`config.mk`:
```
export PLATFORM = sky130hd
export DESIGN_NAME = timer8_compare_output_unit
export DESIGN_NICKNAME = d
export VERILOG_FILES = /design/src/logic/timer8_pkg.sv /design/src/logic/timer8_core.sv /design/src/logic/wave_out_chan.sv /design/src/logic/timer8_compare_output_unit.sv
export SDC_FILE = /design/constraint.sdc
export NUM_CORES = 1
export LEC_CHECK = 0
export ABC_AREA = 0
export BUFFER_PORTS_ARGS = -buffer_cell sky130_fd_sc_hd__buf_2
export CORE_MARGIN = 2
export CORE_UTILIZATION = 53
export DETAILED_ROUTE_END_ITERATION = 8
export PLACE_DENSITY_LB_ADDON = 0.2
export SLEW_MARGIN = 20
export SYNTH_ARGS = -nofsm -noshare
export SYNTH_HDL_FRONTEND = slang
export SYNTH_SLANG_ARGS = --single-unit
```
`constraint.sdc`:
```
create_clock -name pclk -period 2.9 [get_ports pclk]
set_input_delay 0.435 -clock pclk [delete_from_list [all_inputs] [get_ports pclk]]
set_output_delay 0.435 -clock pclk [all_outputs]
set_load 0.1 [all_outputs]
```
`src/logic/timer8_pkg.sv`:
```
/*
 * Shared constants for the 8-bit timer compare output unit: register
 * offsets, field positions, reset values and the counting-mode type.
 * Assumes a 32-bit APB slave with byte addresses, one word per register.
 */
`default_nettype none

package timer8_pkg;

	// ********************************
	// register byte offsets
	// ********************************
	localparam logic [7:0] OFF_CONTROL_A = 8'h00;
	localparam logic [7:0] OFF_CONTROL_B = 8'h04;
	localparam logic [7:0] OFF_COUNT = 8'h08;
	localparam logic [7:0] OFF_CMP_A = 8'h0C;
	localparam logic [7:0] OFF_CMP_B = 8'h10;
	localparam logic [7:0] OFF_WAVE = 8'h14;

	// ********************************
	// field positions
	// ********************************
	localparam int MODE_A_HI = 7;
	localparam int MODE_A_LO = 6;
	localparam int MODE_B_HI = 5;
	localparam int MODE_B_LO = 4;
	localparam int GEN_LO_HI = 1;
	localparam int GEN_LO_LO = 0;
	localparam int FORCE_A_BIT = 7;
	localparam int FORCE_B_BIT = 6;
	localparam int GEN_HI_BIT = 3;
	localparam int RUN_BIT = 0;
	localparam int WAVE_A_BIT = 0;
	localparam int WAVE_B_BIT = 1;
	localparam int DOWN_BIT = 2;

	// ********************************
	// reset values and limits
	// ********************************
	localparam logic [7:0] CONTROL_A_RESET = 8'h00;
	localparam logic [7:0] CONTROL_B_RESET = 8'h00;
	localparam logic [7:0] CMP_RESET = 8'h00;
	localparam logic [7:0] COUNT_MAX = 8'hFF;
	localparam logic [7:0] COUNT_BOTTOM = 8'h00;
	localparam logic [7:0] CONTROL_A_READ_MASK = 8'hF3;

	// counting sequence selected by the three generation mode bits
	typedef enum logic [1:0] {
		KIND_NORMAL = 2'b00,
		KIND_CTC = 2'b01,
		KIND_FAST = 2'b10,
		KIND_PHASE = 2'b11
	} count_kind_t;

endpackage : timer8_pkg

`default_nettype wire

```
`src/logic/timer8_core.sv`:
```
/*
 * 8-bit counter that feeds the compare output unit: count value, TOP flag,
 * direction and PWM kind. Assumes one clock; the counter steps every clock
 * while run is high, and software may load it at any time.
 */
`timescale 1ns/10ps
`default_nettype none

module timer8_core import timer8_pkg::*; (
	input wire logic pclk,
	input wire logic presetn,
	input wire logic run,
	input wire logic [2:0] wave_gen_mode,
	input wire logic [7:0] top_a,
	input wire logic cnt_we,
	input wire logic [7:0] cnt_wdata,
	output logic [7:0] count,
	output logic counting_down,
	output logic at_top,
	output logic pwm_fast,
	output logic pwm_phase
);

	count_kind_t kind;
	logic [7:0] top;
	logic [7:0] next_count;
	logic next_down;

	// ********************************
	// mode decode: only the generation bits shape counting
	// ********************************
	always_comb begin
		case (wave_gen_mode)
			3'b001, 3'b101: kind = KIND_PHASE;
			3'b011, 3'b111: kind = KIND_FAST;
			3'b010: kind = KIND_CTC;
			default: kind = KIND_NORMAL; // reserved codes count as normal
		endcase
	end

	// top is the A compare value in the three modes that use it
	assign top = (wave_gen_mode == 3'b010 || wave_gen_mode[2] && wave_gen_mode[0]) ?
		top_a : COUNT_MAX;
	assign at_top = (count == top);
	assign pwm_fast = (kind == KIND_FAST);
	assign pwm_phase = (kind == KIND_PHASE);

	// ********************************
	// next count and direction
	// ********************************
	always_comb begin
		next_count = count;
		next_down = counting_down;
		if (kind == KIND_PHASE) begin
			if (!counting_down && at_top || counting_down && count == COUNT_BOTTOM) begin
				next_down = !counting_down;
			end
			next_count = next_down ? count - 8'h01 : count + 8'h01;
		end else begin
			next_down = 1'b0;
			next_count = at_top ? COUNT_BOTTOM : count + 8'h01;
		end
	end

	// counter register; a software load wins over stepping
	always_ff @(posedge pclk or negedge presetn) begin
		if (!presetn) begin
			count <= COUNT_BOTTOM;
			counting_down <= 1'b0;
		end else if (cnt_we) begin
			count <= cnt_wdata;
		end else if (run) begin
			count <= next_count;
			counting_down <= next_down;
		end
	end

endmodule : timer8_core

`default_nettype wire

```
`src/logic/wave_out_chan.sv`:
```
/*
 * One compare output channel: holds the waveform output bit and applies the
 * compare action for the current mode. Assumes match, TOP and direction come
 * from the counter of the same clock.
 */
`timescale 1ns/10ps
`default_nettype none

module wave_out_chan (
	input wire logic pclk,
	input wire logic presetn,
	input wire logic [1:0] cmp_out_mode_chan,
	input wire logic pwm_fast,
	input wire logic pwm_phase,
	input wire logic match,
	input wire logic at_top,
	input wire logic cmp_eq_top,
	input wire logic counting_down,
	input wire logic force_cmp_strobe,
	input wire logic preset_we,
	input wire logic preset_val,
	output logic wave_out_chan
);

	logic next_wave;

	// ********************************
	// compare action; mode is read live, so a new mode acts at the next match, or at TOP in fast PWM
	// ********************************
	always_comb begin
		next_wave = wave_out_chan;
		if (preset_we) begin
			next_wave = preset_val;
		end else if (pwm_fast) begin
			if (at_top && cmp_out_mode_chan[1]) begin
				next_wave = !cmp_out_mode_chan[0];
			end else if (match && cmp_out_mode_chan[1]) begin
				next_wave = cmp_out_mode_chan[0];
			end
		end else if (pwm_phase) begin
			if (match && cmp_out_mode_chan[1]) begin
				// a match at top is taken as the down-count action
				next_wave = (counting_down || cmp_eq_top) ?
					!cmp_out_mode_chan[0] : cmp_out_mode_chan[0];
			end
		end else if (match || force_cmp_strobe) begin
			case (cmp_out_mode_chan)
				2'b01: next_wave = !wave_out_chan;
				2'b10: next_wave = 1'b0;
				2'b11: next_wave = 1'b1;
				default: next_wave = wave_out_chan;
			endcase
		end
	end

	// waveform output register
	always_ff @(posedge pclk or negedge presetn) begin
		if (!presetn) begin
			wave_out_chan <= 1'b0;
		end else begin
			wave_out_chan <= next_wave;
		end
	end

endmodule : wave_out_chan

`default_nettype wire

```
`src/logic/timer8_compare_output_unit.sv`:
```
/*
 * Compare match output unit of an 8-bit timer with two channels, an APB
 * register slave and the pin override for each waveform output.
 * Assumes the port block supplies the general pin data and direction bits
 * and combines the returned value and enable onto the pad.
 */
// Local design decisions: the address map and the APB slave port.
`timescale 1ns/10ps
`default_nettype none

module timer8_compare_output_unit import timer8_pkg::*; (
	input wire logic pclk,
	input wire logic presetn,
	input wire logic psel,
	input wire logic penable,
	input wire logic pwrite,
	input wire logic [7:0] paddr,
	input wire logic [31:0] pwdata,
	output logic [31:0] prdata,
	output logic pready,
	output logic pslverr,
	input wire logic port_data_a,
	input wire logic port_data_b,
	input wire logic wave_pin_direction_a,
	input wire logic wave_pin_direction_b,
	output logic wave_pin_a,
	output logic wave_pin_a_oe,
	output logic wave_pin_b,
	output logic wave_pin_b_oe
);

	// ********************************
	// registers and internal signals
	// ********************************
	logic [7:0] timer8_control_a;
	logic [7:0] timer8_control_b;
	logic [7:0] cmp_value_a;
	logic [7:0] cmp_value_b;
	logic [1:0] cmp_out_mode_a;
	logic [1:0] cmp_out_mode_b;
	logic [2:0] wave_gen_mode;
	logic run;
	logic access;
	logic bus_wr;
	logic setup_rd;
	logic mapped;
	logic [31:0] next_rdata;
	logic [7:0] count;
	logic counting_down;
	logic at_top;
	logic pwm_fast;
	logic pwm_phase;
	logic match_a;
	logic match_b;
	logic force_a;
	logic force_b;
	logic wave_out_a;
	logic wave_out_b;
	logic preset_we;
	logic cnt_we;

	assign cmp_out_mode_a = timer8_control_a[MODE_A_HI:MODE_A_LO];
	assign cmp_out_mode_b = timer8_control_a[MODE_B_HI:MODE_B_LO];
	// three-bit generation mode, high bit lives in the second control register
	assign wave_gen_mode = {timer8_control_b[GEN_HI_BIT],
		timer8_control_a[GEN_LO_HI:GEN_LO_LO]};
	assign run = timer8_control_b[RUN_BIT];

	// ********************************
	// APB decode
	// ********************************
	// the slave never waits, so every access phase completes in one cycle
	assign access = psel && penable;
	assign bus_wr = access && pwrite;
	assign setup_rd = psel && !penable && !pwrite;
	assign pready = access;
	assign mapped = (paddr == OFF_CONTROL_A) || (paddr == OFF_CONTROL_B) ||
		(paddr == OFF_COUNT) || (paddr == OFF_CMP_A) ||
		(paddr == OFF_CMP_B) || (paddr == OFF_WAVE);
	assign pslverr = access && !mapped;
	assign cnt_we = bus_wr && paddr == OFF_COUNT;
	assign preset_we = bus_wr && paddr == OFF_WAVE;
	// strobes exist only for the write cycle and are never stored
	assign force_a = bus_wr && paddr == OFF_CONTROL_B && pwdata[FORCE_A_BIT];
	assign force_b = bus_wr && paddr == OFF_CONTROL_B && pwdata[FORCE_B_BIT];

	// control and compare registers, written at the access edge only
	always_ff @(posedge pclk or negedge presetn) begin
		if (!presetn) begin
			timer8_control_a <= CONTROL_A_RESET;
			timer8_control_b <= CONTROL_B_RESET;
			cmp_value_a <= CMP_RESET;
			cmp_value_b <= CMP_RESET;
		end else if (bus_wr) begin
			case (paddr)
				OFF_CONTROL_A: timer8_control_a <= pwdata[7:0] & CONTROL_A_READ_MASK;
				OFF_CONTROL_B: begin
					timer8_control_b[GEN_HI_BIT] <= pwdata[GEN_HI_BIT];
					timer8_control_b[RUN_BIT] <= pwdata[RUN_BIT];
				end
				OFF_CMP_A: cmp_value_a <= pwdata[7:0];
				OFF_CMP_B: cmp_value_b <= pwdata[7:0];
				default: timer8_control_b <= timer8_control_b;
			endcase
		end
	end

	// ********************************
	// read data
	// ********************************
	// captured in the setup cycle so prdata comes straight from a flop
	always_comb begin
		next_rdata = 32'h0000_0000;
		case (paddr)
			OFF_CONTROL_A: next_rdata[7:0] = timer8_control_a & CONTROL_A_READ_MASK;
			OFF_CONTROL_B: begin
				next_rdata[GEN_HI_BIT] = timer8_control_b[GEN_HI_BIT];
				next_rdata[RUN_BIT] = timer8_control_b[RUN_BIT];
			end
			OFF_COUNT: next_rdata[7:0] = count;
			OFF_CMP_A: next_rdata[7:0] = cmp_value_a;
			OFF_CMP_B: next_rdata[7:0] = cmp_value_b;
			OFF_WAVE: begin
				next_rdata[WAVE_A_BIT] = wave_out_a;
				next_rdata[WAVE_B_BIT] = wave_out_b;
				next_rdata[DOWN_BIT] = counting_down;
			end
			default: next_rdata = 32'h0000_0000;
		endcase
	end

	always_ff @(posedge pclk or negedge presetn) begin
		if (!presetn) begin
			prdata <= 32'h0000_0000;
		end else if (setup_rd) begin
			prdata <= next_rdata;
		end
	end

	// ********************************
	// counter and channels
	// ********************************
	timer8_core u_core (
		.pclk(pclk),
		.presetn(presetn),
		.run(run),
		.wave_gen_mode(wave_gen_mode),
		.top_a(cmp_value_a),
		.cnt_we(cnt_we),
		.cnt_wdata(pwdata[7:0]),
		.count(count),
		.counting_down(counting_down),
		.at_top(at_top),
		.pwm_fast(pwm_fast),
		.pwm_phase(pwm_phase)
	);

	// a stopped counter must not repeat the same match every clock
	assign match_a = run && count == cmp_value_a;
	assign match_b = run && count == cmp_value_b;

	wave_out_chan u_chan_a (
		.pclk(pclk),
		.presetn(presetn),
		.cmp_out_mode_chan(cmp_out_mode_a),
		.pwm_fast(pwm_fast),
		.pwm_phase(pwm_phase),
		.match(match_a),
		.at_top(run && at_top),
		.cmp_eq_top(at_top),
		.counting_down(counting_down),
		.force_cmp_strobe(force_a),
		.preset_we(preset_we),
		.preset_val(pwdata[WAVE_A_BIT]),
		.wave_out_chan(wave_out_a)
	);

	wave_out_chan u_chan_b (
		.pclk(pclk),
		.presetn(presetn),
		.cmp_out_mode_chan(cmp_out_mode_b),
		.pwm_fast(pwm_fast),
		.pwm_phase(pwm_phase),
		.match(match_b),
		.at_top(run && at_top),
		.cmp_eq_top(cmp_value_b == count && at_top),
		.counting_down(counting_down),
		.force_cmp_strobe(force_b),
		.preset_we(preset_we),
		.preset_val(pwdata[WAVE_B_BIT]),
		.wave_out_chan(wave_out_b)
	);

	// ********************************
	// pin override
	// ********************************
	// the mode bits alone decide the override; direction stays with the port
	assign wave_pin_a = (cmp_out_mode_a != 2'b00) ? wave_out_a : port_data_a;
	assign wave_pin_b = (cmp_out_mode_b != 2'b00) ? wave_out_b : port_data_b;
	assign wave_pin_a_oe = wave_pin_direction_a;
	assign wave_pin_b_oe = wave_pin_direction_b;
endmodule : timer8_compare_output_unit

`default_nettype wire

```
# Word-level counts from Yosys, hierarchy flattened
# Cells that the tools add are included.
# W data, S select, Z words.
# classes
n_addsub	2
muxes	34
reduce_logical	58
eq_ne	26
bitwise	1
# op_table
op	n
$mux W8	6
$eq A8 B8 Y1	4
$logic_and A1 B1 Y1	21
$mux W1	21
$eq A8 B4 Y1 const B	2
$eq A8 B5 Y1 const B	2
$logic_not A8 Y1	2
$pmux W4 S4	1
$eq A2 B2 Y1 const B	6
$reduce_bool A6 Y1	2
$logic_or A1 B1 Y1	11
$pmux W2 S5	1
$reduce_and A2 Y1	5
$add A8 B1 Y8 const B	1
$eq A8 B3 Y1 const B	1
$logic_not A1 Y1	8
$ne A4 B1 Y1 const B	2
$ne A4 B2 Y1 const B	2
$reduce_and A4 Y1	2
$reduce_bool A4 Y1	2
$sub A8 B1 Y8 const B	1
$eq A3 B2 Y1 const B	2
$eq A3 B3 Y1 const B	2
$pmux W1 S3	2
8 further kinds	12
# word_totals
out_inout_bits	38
regBits	43
elab_cells	130
in_bits	49

# Logic depth before layout (Yosys ltp)
# Gate-level depths: netlist (run 1).
# depth
word_depth	12
depth_mapped	11
mapped_depth_nobuf	10

# By module
# A second synthesis (run 1) with hierarchy kept.
# unflattened
hier_cells	353
area_unflattened_um2	3399.5
# by_module_without_submodules
mod	n_inst	cells_per_inst	seq_area_each_um2	area_per_inst_um2
timer8_compare_output_unit	1	191	800.8	2043.2
timer8_core	1	126	225.2	1066.0
wave_out_chan	2	18	25.0	145.1

# Worst setup path after synthesis (run 1)
# No wires, ideal clock.
# synth_timing
path_type	input-to-output
from	input port penable
to	output port pslverr
setup_slack_ns	-1.025
t_arrival_ns	3.490
path_stages	2
n_path_buf	0
required_time_ns	2.465
path_cell_list	and2_1 > a21boi_0
# synth_between
elab_chain_cells	2
# synth_lines
item	line_no	text
from (decl)	timer8_compare_output_unit.sv:15	input wire logic penable,
$logic_and A1 B1 Y1	timer8_compare_output_unit.sv:73	assign access = psel && penable;
$logic_and A1 B1 Y1	timer8_compare_output_unit.sv:80	assign pslverr = access && !mapped;
to (decl)	timer8_compare_output_unit.sv:21	output logic pslverr,
# No other way between the ends.

# Final worst setup path (run 1)
# layout_timing
from	register u_core.count[5]
to	register u_chan_a.wave_out_chan
# layout_between
elab_chain_cells	7
word_cells_on_any_way	18
classes_between	eq/ne (4); mux (6); reduce/logical (8)
# layout_lines
item	line_no	text
from (decl)	timer8_core.sv:17	output logic [7:0] count,
from (signal assigned)	timer8_core.sv:71	count <= cnt_wdata;
from (signal assigned)	timer8_core.sv:73	count <= next_count;
$eq A8 B8 Y1	timer8_core.sv:44	assign at_top = (count == top);
$logic_or A1 B1 Y1	wave_out_chan.sv:43	next_wave = (counting_down || cmp_eq_top) ?
$mux W1	wave_out_chan.sv:43	
$mux W1	wave_out_chan.sv:41	if (match && cmp_out_mode_chan[1]) begin
$mux W1	wave_out_chan.sv:40	end else if (pwm_phase) begin
$mux W1	wave_out_chan.sv:34	end else if (pwm_fast) begin
$mux W1	wave_out_chan.sv:32	if (preset_we) begin
to (signal assigned)	wave_out_chan.sv:61	wave_out_chan <= next_wave;
to (decl)	wave_out_chan.sv:22	output logic wave_out_chan
# Parallel ways exist; a longest one is shown, timed or not. The select of a mux whose other input is x is not followed.
# A chain may end at the register's enable or synchronous reset.

==> results of run 1 <==
-- final timing paths --
path / from / end / slack, ns / cells past startpoint
max: u_core.count[5]$_DFFE_PN0P_ / u_chan_a.wave_out_chan$_DFFE_PN0P_ / 0.15 / 8
min: presetn / cmp_value_a[7]$_DFFE_PN0P_ / 0.12 / 1
max reg2reg: u_core.count[5]$_DFFE_PN0P_ / u_chan_a.wave_out_chan$_DFFE_PN0P_ / 0.15 / 8
min reg2reg: prdata[4]$_DFFE_PN0P_ / prdata[4]$_DFFE_PN0P_ / 0.53 / 2
max in group asynchronous: presetn / cmp_value_a[5]$_DFFE_PN0P_ / 2.41 / 1
min in group pclk: pwdata[2] / cmp_value_a[2]$_DFFE_PN0P_ / 0.40 / 2
-- worst register-to-register path, delay by kind of cell, from the launching register on --
family | cells | cell delay (ns)
DFF | 1 | 0.47
and+or+nand+nor | 3 | 0.74
AOI/OAI and AO/OA | 5 | 1.45
-- per-layer routing --
layer | share of wire | up-vias
met5 | 0 | -
met4 | 0.017 | 0
met1 | 0.44 | 1318
li1 | - | 1276
met3 | 0.080 | 18
met2 | 0.46 | 122
-- cell type report --
cell class | count | area (sq um) | area share
clock buffers | 5 | 68.8 | 0.0202
clock inverters | 3 | 47.5 | 0.0140
inverters | 11 | 41.3 | 0.0121
multi-input cells | 265 | 1770 | 0.521
flip-flops and latches | 43 | 1080 | 0.316
well taps | 72 | 90.1 | 0.0265
repair buffers | 52 | 308 | 0.0904
-- registers in the layout (all words and copies together) (netlist names) --
signal	cells
u_chan_a.wave_out_chan	1
u_core.counting_down	1
prdata	8
u_chan_b.wave_out_chan	1
cmp_value_a	8
cmp_value_b	8
u_core.count	8
timer8_control_b	2
timer8_control_a	6
-- cell families after synthesis --
| family | Yosys count | synth area share |
|---|---|---|
| adder cells (fa/ha/maj) | 3 | 0.0122 |
| multiplexers | 32 | 0.115 |
| XOR/XNOR | 10 | 0.0285 |
| flip-flops | 43 | 0.350 |
| other | 1 | 0.00122 |
| buffers and inverters | 56 | 0.103 |
| AND/OR/NAND/NOR | 111 | 0.183 |
| AO/OA/AOI/OAI | 85 | 0.207 |
-- power breakdown --
group	switching, mW	total [mW]	internal (mW)
combinational	0.608	0.890	0.282
sequential	0.121	0.793	0.672
clock	0.236	0.497	0.261
total	0.964	2.18	1.22
-- per-stage QoR --
step                      worst slack [ns]  cell area [sq um]
after floorplan                      0.256               3170
after global placement               0.178               3290
after detailed placement             0.128               3290
after CTS                            0.209               3400
after global routing               0.00417               3410
final                                0.148               3410
-- cells in the final DEF (no fill, tap or decap), drive strengths merged, types with 5 or more instances in the layout --
| cell type | n |
|---|---|
| nand2b | 7 |
| nand2 | 33 |
| conb | 24 |
| nand3 | 10 |
| dfrtp | 43 |
| nor3 | 7 |
| a211oi | 7 |
| inv | 12 |
| nor4 | 6 |
| buf | 52 |
| mux2 | 27 |
| clkbuf | 5 |
| xor2 | 9 |
| o21ai | 13 |
| nor2 | 29 |
| a31oi | 8 |
| mux2i | 5 |
| a21oi | 17 |
| a222oi | 6 |
==> impl_metrics.py, run 1 <==
metrics = {
    "outcome": {
        "status": "finished clean",
    },
    "route": {
        "ant_nets": 0,
        "vias": 2734,
        "dr.pass1.iters": 8,
        "drtIter0Drc": 274,
        "wl_per_cell_microns": 18.1,
        "drc": 0,
        "vias_per_cell": 6.06,
        "wl_mm": 8.14,
    },
    "sta": {
        "finalCriticalPeriod_ns": 2.75,
        "grt_setup_unrepaired": "no",
        "tns_ns": 0,
        "finalCritPeriodShare": 0.949,
        "clock_skew_ns": 0.00804,
        "slew_viol_final": 0,
        "max_clock_freq_mhz": 363,
        "maxSlewHeadroom": 0.582,
        "finalHoldViolCount": 0,
        "setup_viol": 0,
        "whs_ns": 0.117,
        "tightest_slew_ns": 0.626,
    },
    "cells_and_area": {
        "synthToLayoutAreaGrowth_pct": 10.7,
        "fillers": 500,
        "fin_util": 0.615,
        "final_nets": 430,
        "drive_above_1_share": 0.259,
        "antenna_cells": 0,
        "layoutNonFillerInstCount": 451,
    },
    "worst_hold_path": {
        "hold_path_class": "in -> async",
    },
    "grt": {
        "top_usage_layer": "met2",
        "met2_usage": 0.405,
        "grt_max_degree": 44,
        "grt_pass1_wl_mm": 12.8,
        "grt_pass1_vias": 2446,
        "use_met1": 0.375,
        "globalRouteOverflowTotal": 0,
        "met3_usage": 0.0483,
        "antenna_found_initial": 0,
        "grt_usage": 0.262,
    },
    "synthesis": {
        "synth_most_common_cell": "dfrtp_1",
        "ys_ff_latch": 43,
        "synth_top_area_share": 0.350,
        "synth_edf_count": 0,
        "synth.area.top_cells": "dfrtp_1 (35%), mux2_2 (9.9%), buf_4 (6.3%)",
        "synth_top_cell_by_area": "dfrtp_1",
        "ys_types": 62,
        "yosysSeqAreaShare": 0.350,
        "synth_warnings": 0,
        "ys_top_cells_by_count": "dfrtp_1 (43), nand2_1 (32), nor2_1 (29), mux2_2 (27), buf_4 (26)",
        "synthesis.area_sq_um": 3080,
        "synth-main-ff-cell": "dfrtp_1",
        "async_flop_share": 1.00,
        "synth.avg_cell_area_sq_um": 9.02,
        "netlist_instances": 341,
    },
    "placed_design": {
        "dpl.cell_count": 443,
        "io_buffers": 34,
        "dp_hpwl_mm": 5.99,
        "place.gp.congestion": 0.900,
    },
    "flow_run": {
        "drv_cap": 0,
    },
    "setup_path": {
        "crit_fanout": 5,
        "cpMaxStageDelayCell": "a2111oi_1",
        "slowest_delay_ns": 0.61,
        "critPathLaunchType": "flop",
        "arrival_ns": 2.96,
        "cp-end-kind": "flop",
        "crit_family": "compound AO/OA/AOI/OAI gates",
        "path_buf_inv": 0,
        "path_cells": "nor2b_1 > a2111oi_1 > nand3_1 > nor4_1 > a311oi_1 > a2111oi_2 > o21ai_0 > o22a_1",
        "required_ns": 3.11,
        "crit_type": "reg -> reg",
    },
    "die": {
        "row_count": 27,
        "dieArea_sq_um": 6430,
        "num_io_pins": 87,
        "fp.dieH_microns": 80.2,
        "core_area_sq_um": 5540,
        "chipWidth_microns": 80.2,
        "initial_core_util": 0.555,
    },
    "cts": {
        "clk_latency_ns": 0.31,
        "cts_buffers": 5,
        "htree_levels": 2,
        "cts_setup_buffers": 0,
        "clock_tree.root_cell": "clkbuf_8",
        "cts_hold_buf": 0,
        "cts_tree": "yes",
        "ctsResizeCount": 0,
        "numClockSinks": 43,
        "cts.reportedPaths.clkPinSlew_ns": 0.09,
        "ctsLongestPathBuffers": 2,
    },
    "power_and_ir_drop": {
        "p_leak_nw": 1.57,
        "peakVddDrop_uv": 538,
        "power_density_nw_per_um2": 640,
        "power_mw": 2.18,
    },
}
No activity file was read; power rests on OpenSTA's default activity.
==> run 2: changes to the inputs <==
CORE_UTILIZATION = 54   (was 53)
SYNTH_HIERARCHICAL = 1   (was unset)
==> run 2 against run 1 <==
- maximum frequency down 7.0%
- the run now ends with negative setup slack left
- clock power down 1%
- largest power group is now sequential cells
- die area up 8.0%
==> impl_metrics.py, run 2 <==
metrics = {
    "outcome": {
        "status": "complete, but fails checks",
        "violations": "negative setup slack",
    },
    "setup_path": {
        "rr_worst_depth": 7,
        "r2r-start": "timer8_control_a[0]$_DFFE_PN0P_",
        "arrival_ns": 3.14,
        "critPathLaunch": "timer8_control_a[0]$_DFFE_PN0P_",
        "required_ns": 3.08,
        "crit_fanout": 4,
        "crit_type": "reg -> reg",
        "r2r_slack_ns": -0.06,
        "r2r_end": "u_core/count[3]$_DFFE_PN0P_",
        "cp-end-kind": "flop",
        "critPathLaunchType": "flop",
    },
    "sta": {
        "finalHoldViolCount": 0,
        "finalCriticalPeriod_ns": 2.96,
        "setup_viol": 3,
        "slew_viol_final": 0,
        "clock_skew_ns": 0.00616,
        "setup_ws_ns": -0.0587,
        "max_clock_freq_mhz": 338,
        "grt_setup_unrepaired": "yes",
        "finalCritPeriodShare": 1.02,
        "maxSlewHeadroom": 0.623,
        "whs_ns": 0.129,
        "tightest_slew_ns": 0.566,
    },
    "cells_and_area": {
        "antenna_cells": 0,
        "synthToLayoutAreaGrowth_pct": 14.8,
        "final_nets": 460,
        "layout_commonest_cell": "dfrtp_1",
        "drive_above_1_share": 0.305,
        "fillers": 501,
        "mostFrequentLayoutCells": "dfrtp_1 (42), buf_2 (33), buf_4 (29)",
    },
    "route": {
        "routedLengthMet1_mm": 3.77,
        "wl_met3_microns": 766,
        "dr.pass1.iters": 5,
        "drtIter0Drc": 251,
        "ant_nets": 0,
        "wl_mm": 8.95,
        "drc": 0,
        "vias": 2997,
        "vias_per_cell": 6.22,
        "wl_per_cell_microns": 18.6,
        "topRoutingLayerUsed": "met4",
        "met2_wirelength_mm": 4.15,
    },
    "synthesis": {
        "synth_warnings": 6,
        "synth.area.top_cells": "dfrtp_1 (32%), mux2_2 (8.9%), buf_4 (5.7%)",
        "netlist_instances": 353,
        "synth_edf_count": 0,
        "ys_top_cells_by_count": "dfrtp_1 (43), mux2_2 (27), buf_4 (26), nand2_1 (23), nor2_1 (17)",
        "synth-main-ff-cell": "dfrtp_1",
        "synthesis.area_sq_um": 3400,
        "synth_top_area_share": 0.317,
        "ys_types": 72,
        "ys_ff_latch": 43,
        "synth_most_common_cell": "dfrtp_1",
        "yosysSeqAreaShare": 0.317,
        "async_flop_share": 1.00,
        "synth_top_cell_by_area": "dfrtp_1",
        "synth.avg_cell_area_sq_um": 9.63,
    },
    "grt": {
        "globalRouteOverflowTotal": 0,
        "grt_pass1_vias": 2879,
        "grt_usage": 0.257,
        "grt_max_degree": 44,
        "grt_pass1_wl_mm": 14.4,
        "antenna_found_initial": 0,
    },
    "cts": {
        "htree_levels": 2,
        "clk_latency_ns": 0.30,
        "cts_buffers": 5,
        "numClockSinks": 43,
        "cts.reportedPaths.clkPinSlew_ns": 0.08,
        "ctsLongestPathBuffers": 2,
        "cts_tree": "yes",
        "clock_tree.root_cell": "clkbuf_8",
        "cts_hold_buf": 0,
    },
    "die": {
        "num_io_pins": 87,
        "initial_core_util": 0.567,
        "core_area_sq_um": 5990,
        "fp.dieH_microns": 83.3,
        "row_count": 28,
        "chipWidth_microns": 83.3,
        "dieArea_sq_um": 6950,
    },
    "placed_design": {
        "place.gp.congestion": 0.918,
        "dp_slack_ns": -0.144,
        "dp_hpwl_mm": 6.64,
        "io_buffers": 34,
    },
    "power_and_ir_drop": {
        "p_leak_nw": 1.85,
        "power_mw": 1.76,
        "power_density_nw_per_um2": 452,
        "peakVddDrop_uv": 263,
    },
    "flow_run": {
        "drv_cap": 0,
    },
    "worst_hold_path": {
        "hold_path_class": "in -> async",
    },
}
## run 2: changes by cell type in the layout (fill, tap and decap cells not counted), moves of 10 or more
cell     change
nor2_1      -12
buf_4       +10
mux2i_1     +10
a21oi_1     -11
xnor2_1     +13
nand2_1     -10
## run 2: cell families (layout without fill, tap and decap cells)
logic type,count (synthesis),after routing,share of synthesized area
mux,42,42,0.134
compound gates,77,77,0.176
buf+inv,48,79,0.0843
other cells,1,24,0.00110
flops,43,43,0.317
simple gates,110,110,0.201
xor+xnor,27,27,0.0696
fa+ha+maj,5,5,0.0184
## run 2: how the worst max path moves through the flow
stage / to / slack [ns] / cells after the start
after floorplan: u_core/count[3]$_DFFE_PN0P_ / 0.05 / 8
after global placement: u_core/count[3]$_DFFE_PN0P_ / -0.07 / 8
after detailed placement: u_chan_a/wave_out_chan$_DFFE_PN0P_ / -0.14 / 9
after CTS: u_core/count[6]$_DFFE_PN0P_ / 0.008 / 8
after global routing: u_core/count[3]$_DFFE_PN0P_ / -0.1 / 7
final: u_core/count[3]$_DFFE_PN0P_ / -0.06 / 7
## run 2: power by group
group / total, mW / switching (mW) / leakage [nW] / internal (mW)
Clock: 0.490 / 0.212 / 0.0612 / 0.279
Sequential: 0.688 / 0.0617 / 0.575 / 0.626
Combinational: 0.584 / 0.390 / 1.21 / 0.194
## run 2: per-layer routing
metal  up-vias  global-route usage
met2       171               0.412
li1       1376                   -
met3        26              0.0577
met5         -                   0
met1      1424               0.339
met4         0              0.0969
## run 2: critical path, cell delays in order (launching register included)
cell and delay, ns:
dfrtp_1 0.44, or3b_4 0.45, a2111oi_4 0.38, a311oi_4 0.12
o41a_4 0.40, or4b_4 0.52, and4_4 0.20, or3_1 0.34
## run 2: cell type report
cell class,instances,area (sq um),area share
sequential,43,1080,0.276
timing repair buffer,63,394,0.101
multi-input combinational,285,2190,0.561
clock buffer,6,82.6,0.0212
tap,75,93.8,0.0241
inverter,8,30.0,0.00770
clock inverter,2,35.0,0.00898
## run 2: metrics by stage
stage	util	std cells	TNS (ns)	cell area (sq um)
6_report	0.651	482	-0.0951	3900
5_1_grt	0.651	482	-0.274	3900
4_1_cts	0.641	482	0	3840
3_5_place_dp	0.620	474	-0.501	3710
3_3_place_gp	0.620	474	-0.133	3710
2_1_floorplan	-	376	0	3490
## run 2: what timing repair did
item | CTS | global route
buffers inserted | 0 | 0
resized for setup | 2 | 10
setup endpoints to repair | 5 | 8
cloned | 0 | 0
pin swaps | 0 | 2
